===== src/lsp_map.svh =====
// Timing counts, reset values and bit positions for the LED and strap pin control
`ifndef LSP_MAP_SVH
`define LSP_MAP_SVH

// Clock rate in kHz for cycle counts
`define LSP_CLK_KHZ 100000
// Cycles the sampled straps settle after reset before they are final
`define LSP_CAPTURE_CYCLES 4'h8
// Half period of the activity blink, in milliseconds
`define LSP_BLINK_HALF_MS 40
// Strap defaults until the first capture: regulator on, interrupt function
`define LSP_REG_DISABLE_RST 1'b0
`define LSP_FUNC_SEL_RST 1'b1
// Positions in the synchroniser vector
`define LSP_SYNC_EXT_RESET 0
`define LSP_SYNC_ACT_LED 1
`define LSP_SYNC_SPEED_LED 2
`define LSP_SYNC_SHARED 3
`define LSP_SYNC_MDIO 4
`define LSP_SYNC_MDC 5
`define LSP_SYNC_WIDTH 6

`endif


===== src/lsp_pkg.sv =====
// Types for the LED and strap pin control
`default_nettype none
package lsp_pkg;

    typedef enum logic {
        LSP_ST_CAPTURE,
        LSP_ST_RUN
    } lsp_state_t;

    typedef struct packed {
        logic regulator_disable_strap;
        logic pin_function_select_strap;
    } lsp_straps_t;

    typedef struct packed {
        logic link_up;
        logic activity;
        logic speed_100;
        logic isolate;
    } lsp_line_status_t;

endpackage
`default_nettype wire


===== src/lsp_pin_control.sv =====
// LED indicators, strap capture and shared pin function select
`timescale 1ns/1ps
`default_nettype none
`include "lsp_map.svh"

module lsp_pin_control
    import lsp_pkg::*;
#(
    parameter int BLINK_HALF_CYCLES = `LSP_BLINK_HALF_MS * (`LSP_CLK_KHZ)
) (
    // Clock and power-on reset
    input wire logic clk_i,
    input wire logic rst_i,
    // External system reset pin
    input wire logic external_reset_n_i,
    // Line status from the transceiver core
    input wire lsp_line_status_t line_status_i,
    input wire logic interrupt_request_i,
    input wire logic symbol_mode_i,
    // Link activity indicator pin, shared with regulator disable strap
    input wire logic link_activity_indicator_i,
    output logic link_activity_indicator_o,
    output logic link_activity_indicator_oe_o,
    // Speed indicator pin, shared with pin function select strap
    input wire logic speed_indicator_i,
    output logic speed_indicator_o,
    output logic speed_indicator_oe_o,
    // Shared interrupt / transmit error / symbol bit 4 pin
    input wire logic shared_pin_i,
    output logic shared_pin_o,
    output logic shared_pin_oe_o,
    output logic transmit_error_input_o,
    output logic transmit_symbol_bit4_o,
    // Management pins and their core side
    input wire logic mdio_i,
    output logic mdio_o,
    output logic mdio_oe_o,
    input wire logic mdc_i,
    input wire logic mgmt_data_out_i,
    input wire logic mgmt_drive_i,
    output logic mgmt_data_in_o,
    output logic mgmt_clock_o,
    // Configuration and reset status
    output lsp_straps_t straps_o,
    output logic core_regulator_enable_o,
    output logic core_reset_o
);

    localparam int BLINK_W = $clog2(BLINK_HALF_CYCLES + 1);

    // ==========================================================
    // Pin synchronisers
    logic [`LSP_SYNC_WIDTH-1:0] pins_async;
    logic [`LSP_SYNC_WIDTH-1:0] sync1_reg;
    logic [`LSP_SYNC_WIDTH-1:0] sync2_reg;

    assign pins_async = {mdc_i, mdio_i, shared_pin_i, speed_indicator_i,
                         link_activity_indicator_i, external_reset_n_i};

    genvar gi;
    generate
        for (gi = 0; gi < `LSP_SYNC_WIDTH; gi++) begin : g_sync
            always_ff @(posedge clk_i or posedge rst_i) begin
                if (rst_i) begin
                    sync1_reg[gi] <= 1'b0;
                    sync2_reg[gi] <= 1'b0;
                end else begin
                    sync1_reg[gi] <= pins_async[gi];
                    sync2_reg[gi] <= sync1_reg[gi];
                end
            end
        end
    endgenerate

    logic ext_reset_n_s;
    assign ext_reset_n_s = sync2_reg[`LSP_SYNC_EXT_RESET];

    // ==========================================================
    // Strap capture sequence
    lsp_state_t state_reg, state_next;
    logic [3:0] cap_cnt_reg, cap_cnt_next;
    lsp_straps_t straps_reg, straps_next;

    always_comb begin
        state_next = state_reg;
        cap_cnt_next = cap_cnt_reg;
        straps_next = straps_reg;
        unique case (state_reg)
            LSP_ST_CAPTURE: begin
                // Pins are released here, so sampled levels are the strap resistors
                straps_next.regulator_disable_strap = sync2_reg[`LSP_SYNC_ACT_LED];
                straps_next.pin_function_select_strap = sync2_reg[`LSP_SYNC_SPEED_LED];
                if (!ext_reset_n_s) begin
                    cap_cnt_next = 4'h0;
                end else if (cap_cnt_reg == `LSP_CAPTURE_CYCLES - 4'h1) begin
                    state_next = LSP_ST_RUN;
                end else begin
                    cap_cnt_next = cap_cnt_reg + 4'h1;
                end
            end
            LSP_ST_RUN: begin
                if (!ext_reset_n_s) begin
                    state_next = LSP_ST_CAPTURE;
                    cap_cnt_next = 4'h0;
                end
            end
        endcase
    end

    always_ff @(posedge clk_i or posedge rst_i) begin
        if (rst_i) begin
            state_reg <= LSP_ST_CAPTURE;
            cap_cnt_reg <= 4'h0;
            straps_reg <= '{`LSP_REG_DISABLE_RST, `LSP_FUNC_SEL_RST};
        end else begin
            state_reg <= state_next;
            cap_cnt_reg <= cap_cnt_next;
            straps_reg <= straps_next;
        end
    end

    logic run;
    assign run = (state_reg == LSP_ST_RUN);

    // ==========================================================
    // Blink divider and activity stretch
    logic [BLINK_W-1:0] blink_cnt_reg, blink_cnt_next;
    logic blink_tick;
    logic blink_phase_reg, blink_phase_next;
    logic act_seen_reg, act_seen_next;

    assign blink_tick = (blink_cnt_reg == BLINK_W'(BLINK_HALF_CYCLES - 1));

    always_comb begin
        blink_cnt_next = blink_tick ? '0 : blink_cnt_reg + BLINK_W'(1);
        blink_phase_next = blink_phase_reg;
        act_seen_next = act_seen_reg;
        // A whole dark half period per burst keeps even short frames visible
        if (blink_tick) begin
            if (blink_phase_reg && act_seen_reg) begin
                blink_phase_next = 1'b0;
                act_seen_next = 1'b0;
            end else if (!blink_phase_reg) begin
                blink_phase_next = 1'b1;
            end
        end
        // New activity wins over the consume above
        if (line_status_i.activity) begin
            act_seen_next = 1'b1;
        end
    end

    always_ff @(posedge clk_i or posedge rst_i) begin
        if (rst_i) begin
            blink_cnt_reg <= '0;
            blink_phase_reg <= 1'b1;
            act_seen_reg <= 1'b0;
        end else begin
            blink_cnt_reg <= blink_cnt_next;
            blink_phase_reg <= blink_phase_next;
            act_seen_reg <= act_seen_next;
        end
    end

    // ==========================================================
    // Indicators and shared pin
    logic act_led_reg, act_led_next;
    logic speed_led_reg, speed_led_next;
    logic shared_reg, shared_next;
    logic tx_error_reg, tx_error_next;
    logic tx_bit4_reg, tx_bit4_next;
    logic mdio_reg, mdio_next;
    logic shared_s;

    assign shared_s = sync2_reg[`LSP_SYNC_SHARED];

    always_comb begin
        act_led_next = run && line_status_i.link_up && blink_phase_reg;
        speed_led_next = run && line_status_i.speed_100 && !line_status_i.isolate;
        shared_next = !(run && interrupt_request_i);
        tx_error_next = 1'b0;
        tx_bit4_next = 1'b0;
        if (run && !straps_reg.pin_function_select_strap) begin
            if (symbol_mode_i) begin
                tx_bit4_next = shared_s;
            end else begin
                tx_error_next = shared_s;
            end
        end
        mdio_next = mgmt_data_out_i;
    end

    always_ff @(posedge clk_i or posedge rst_i) begin
        if (rst_i) begin
            act_led_reg <= 1'b0;
            speed_led_reg <= 1'b0;
            shared_reg <= 1'b1;
            tx_error_reg <= 1'b0;
            tx_bit4_reg <= 1'b0;
            mdio_reg <= 1'b0;
        end else begin
            act_led_reg <= act_led_next;
            speed_led_reg <= speed_led_next;
            shared_reg <= shared_next;
            tx_error_reg <= tx_error_next;
            tx_bit4_reg <= tx_bit4_next;
            mdio_reg <= mdio_next;
        end
    end

    // Strap pins stay undriven during capture so the resistors set the level
    assign link_activity_indicator_o = act_led_reg;
    assign link_activity_indicator_oe_o = run;
    assign speed_indicator_o = speed_led_reg;
    assign speed_indicator_oe_o = run;
    assign shared_pin_o = shared_reg;
    assign shared_pin_oe_o = run && straps_reg.pin_function_select_strap;
    assign transmit_error_input_o = tx_error_reg;
    assign transmit_symbol_bit4_o = tx_bit4_reg;
    assign mdio_o = mdio_reg;
    assign mdio_oe_o = run && mgmt_drive_i;
    assign mgmt_data_in_o = sync2_reg[`LSP_SYNC_MDIO];
    assign mgmt_clock_o = sync2_reg[`LSP_SYNC_MDC];
    assign straps_o = straps_reg;
    assign core_regulator_enable_o = !straps_reg.regulator_disable_strap;
    assign core_reset_o = !run;
endmodule // lsp_pin_control
`default_nettype wire


===== config.mk =====
export PLATFORM = sky130hd
export DESIGN_NAME = lsp_pin_control
export DESIGN_NICKNAME = d
export VERILOG_FILES = /design/src/lsp_pkg.sv /design/src/lsp_pin_control.sv
export VERILOG_INCLUDE_DIRS = /design/src
export SDC_FILE = /design/constraint.sdc
export NUM_CORES = 1
export LEC_CHECK = 0
export BUFFER_PORTS_ARGS = -buffer_cell sky130_fd_sc_hd__buf_4
export CELL_PAD_IN_SITES_DETAIL_PLACEMENT = 0
export CELL_PAD_IN_SITES_GLOBAL_PLACEMENT = 2
export CORE_MARGIN = 1.5
export CORE_UTILIZATION = 40
export DETAILED_ROUTE_END_ITERATION = 12
export HOLD_SLACK_MARGIN = 0.08
export MAX_ROUTING_LAYER = met4
export PLACE_DENSITY = 0.8
export SLEW_MARGIN = 30
export SYNTH_ARGS = -nofsm -noshare
export SYNTH_HDL_FRONTEND = slang
export SYNTH_SLANG_ARGS = --single-unit

===== constraint.sdc =====
create_clock -name clk_i -period 4.67 [get_ports clk_i]
set_input_delay 0.467 -clock clk_i [delete_from_list [all_inputs] [get_ports clk_i]]
set_output_delay 0.467 -clock clk_i [all_outputs]
set_load 0.005 [all_outputs]

==> impl_metrics.json <==
{
  "cts_buffers": 5,
  "avgRoutedWirePerCell_um": 13.4,
  "io_pins": 32,
  "drt_iter0_drc": 123,
  "ir_worst_vdd_mv": 0.170,
  "ys_ff_latch": 49,
  "syn-mean-instance-area_um2": 12.3,
  "core_area_um2": 4820,
  "htree_levels": 2,
  "die-area_um2": 5530,
  "crit_type": "register to register",
  "finalSetupViolCount": 0,
  "relSlewSlack": 0.439,
  "cts_tree": "built",
  "place_congestion": 0.788,
  "layout_setup_ws_ns": 2.58,
  "worstHoldStart": "mdio_i",
  "r2r_slack_ns": 2.58,
  "antennaDiodeCount": 0,
  "initial_core_util": 0.423,
  "yosysSeqAreaShare": 0.604,
  "die_height_um": 74.3,
  "crit_family": "simple AND/OR/NAND/NOR gates",
  "cpPeakStageDelay_ns": 0.81,
  "rsz0062_at_grt": "no",
  "worst_pin_slew_ns": 0.836,
  "insertion_delay_ns": 0.30,
  "grt_overflow": 0,
  "slowest_stage": "nor4_4",
  "post-place-ws_ns": 2.59,
  "drt-vias-per-instance": 5.04,
  "drt-total-wl_um": 3620,
  "grt_pass1_vias": 1378,
  "cp.buffers_inverters": 0,
  "worstRegToRegCells": 4,
  "yosys_most_used_dff": "dfrtp_1",
  "area_growth_pct": 21.4,
  "fmax_mhz": 478,
  "drv_slew": 0,
  "fin_skew_ns": 0.00876,
  "chipWidth_um": 74.3,
  "crit_arrival_ns": 2.33,
  "numClockSinks": 49,
  "root_buffer": "clkbuf_8",
  "fillers": 435,
  "cts_resized": 0,
  "path_clk_slew_ns": 0.09,
  "synth_cells": 166,
  "cp_max_fo": 14,
  "r2r_end": "blink_phase_reg",
  "dr.pass1.iters": 4,
  "power_density_nw_per_um2": 335,
  "synth_nets": 184,
  "drc_errors": 0,
  "fin_crit_ns": 2.09,
  "grt_usage": 0.157,
  "synth_edf_count": 0,
  "ys_warn_count": 0,
  "dp_hpwl_um": 2530,
  "critPathLaunchType": "register",
  "hold_class": "input pin to register",
  "vias": 1355,
  "largest_reg_flops": 22,
  "grt_pass1_wl_um": 6230,
  "antenna_left": 0,
  "cts_buffer_depth": 2,
  "io_buffers": 31,
  "rows": 25,
  "timing.final.crit_share": 0.448,
  "status": "finished, final reports clean",
  "grt_max_degree": 50,
  "fin_tns_setup_ns": 0,
  "antenna_found_initial": 0,
  "syn_area_um2": 2040,
  "path_cells": "ha_1, nand3_2, nor4_4, mux2_1",
  "nNetsFinal": 219,
  "post_cts_buffers": 0,
  "timing.rr.start": "blink_cnt_reg[0]",
  "hold_buffers": 0,
  "holdPathEnd": "sync1_reg[4]",
  "crit_required_ns": 4.91,
  "leakage_nw": 1.12,
  "yosys.cell_types.count": 39,
  "critical_path.endpoint_type": "register",
  "async_flop_share": 1.00,
  "hold_depth": 1,
  "drive_gt1_frac": 0.277,
  "hold_violations": 0,
  "drv_cap": 0
}
stage by stage:
| stage | cells | hold WS (ns) | instance area, um2 | utilization | total power, mW |
|---|---|---|---|---|---|
| floorplan | 166 | 0.331 | 2040 | - | 0.459 |
| global placement | 261 | 0.332 | 2330 | 0.484 | 0.478 |
| detailed placement | 261 | 0.336 | 2330 | 0.484 | 0.479 |
| CTS | 269 | 0.254 | 2470 | 0.513 | 0.841 |
| global route | 269 | 0.249 | 2470 | 0.513 | 0.864 |
| finish | 269 | 0.265 | 2470 | 0.513 | 0.828 |
cells in the final DEF, fill, tap and decap left out, types with 2 or more instances in the layout:
cell type  count
o21a_1         3
nor4_4         2
nand2_1       10
clkbuf_8       5
nand3_2        2
buf_4         32
nor3b_1        3
nor4_1         2
bufinv_16      2
nor2_1        14
a21oi_1        3
dfstp_2        3
and3_2         2
nand3_1        9
a31oi_1        3
xor2_1         6
nand4_1        7
dfrtp_1       46
ha_1           2
or3_1          2
nor3_1         2
xnor2_1       10
and2_1         4
nor2b_1        3
o21ai_0        2
inv_1          4
and4_1         2
and3_1         3
how the worst max path moves through the flow:
stage,from,to,cells past startpoint
6_report,blink_cnt_reg[0],blink_phase_reg,4
5_1_grt,blink_cnt_reg[0],blink_phase_reg,4
4_1_cts,blink_cnt_reg[0],blink_phase_reg,4
3_5_place_dp,blink_cnt_reg[0],blink_phase_reg,4
3_3_place_gp,blink_cnt_reg[0],blink_phase_reg,4
2_1_floorplan,rst_i,act_seen_reg,1
cells by family after synthesis:
family	count (synthesis)	synth area share
adder cells (fa/ha/maj)	2	0.0123
AO/OA/AOI/OAI	16	0.0553
AND/OR/NAND/NOR	71	0.221
buffers and inverters	9	0.0221
flip-flops	49	0.604
multiplexers	3	0.0160
XOR/XNOR	16	0.0688
cell type report:
type	instances	area [um2]	share of cell area
Tap cell	67	83.8	0.0339
Clock inverter	3	68.8	0.0278
Multi-Input combinational cell	108	761	0.308
Sequential cell	49	1230	0.498
Inverter	5	18.8	0.00759
Clock buffer	5	68.8	0.0278
Timing Repair Buffer	32	240	0.0972
report_power, final:
group / total [mW] / switching [mW] / internal, mW
registers: 0.439 / 0.00508 / 0.434
logic: 0.0307 / 0.0141 / 0.0166
clock network: 0.359 / 0.144 / 0.215
total: 0.828 / 0.163 / 0.666
Yosys cell counts (3+ instances only):
master    n  area [um2]
nand4_1   7        43.8
buf_4     3        22.5
inv_1     5        18.8
nor2_1   14        52.6
a31oi_1   3        18.8
dfstp_2   3        78.8
xnor2_1  10        87.6
nor3b_1   3        22.5
xor2_1    6        52.6
a21oi_1   3        15.0
o21a_1    3        22.5
nand3_1   9        45.0
nor2b_1   3        18.8
and3_1    3        18.8
nand2_1  10        37.5
dfrtp_1  46        1150
and2_1    4        25.0
routing by layer:
layer	track usage	vias up	wire, um
met5	-	-	0
met4	0.0667	0	59
met3	0.0379	8	165
met2	0.257	26	1710
met1	0.186	672	1680
li1	-	649	-
(Power assumes the default switching activity.)
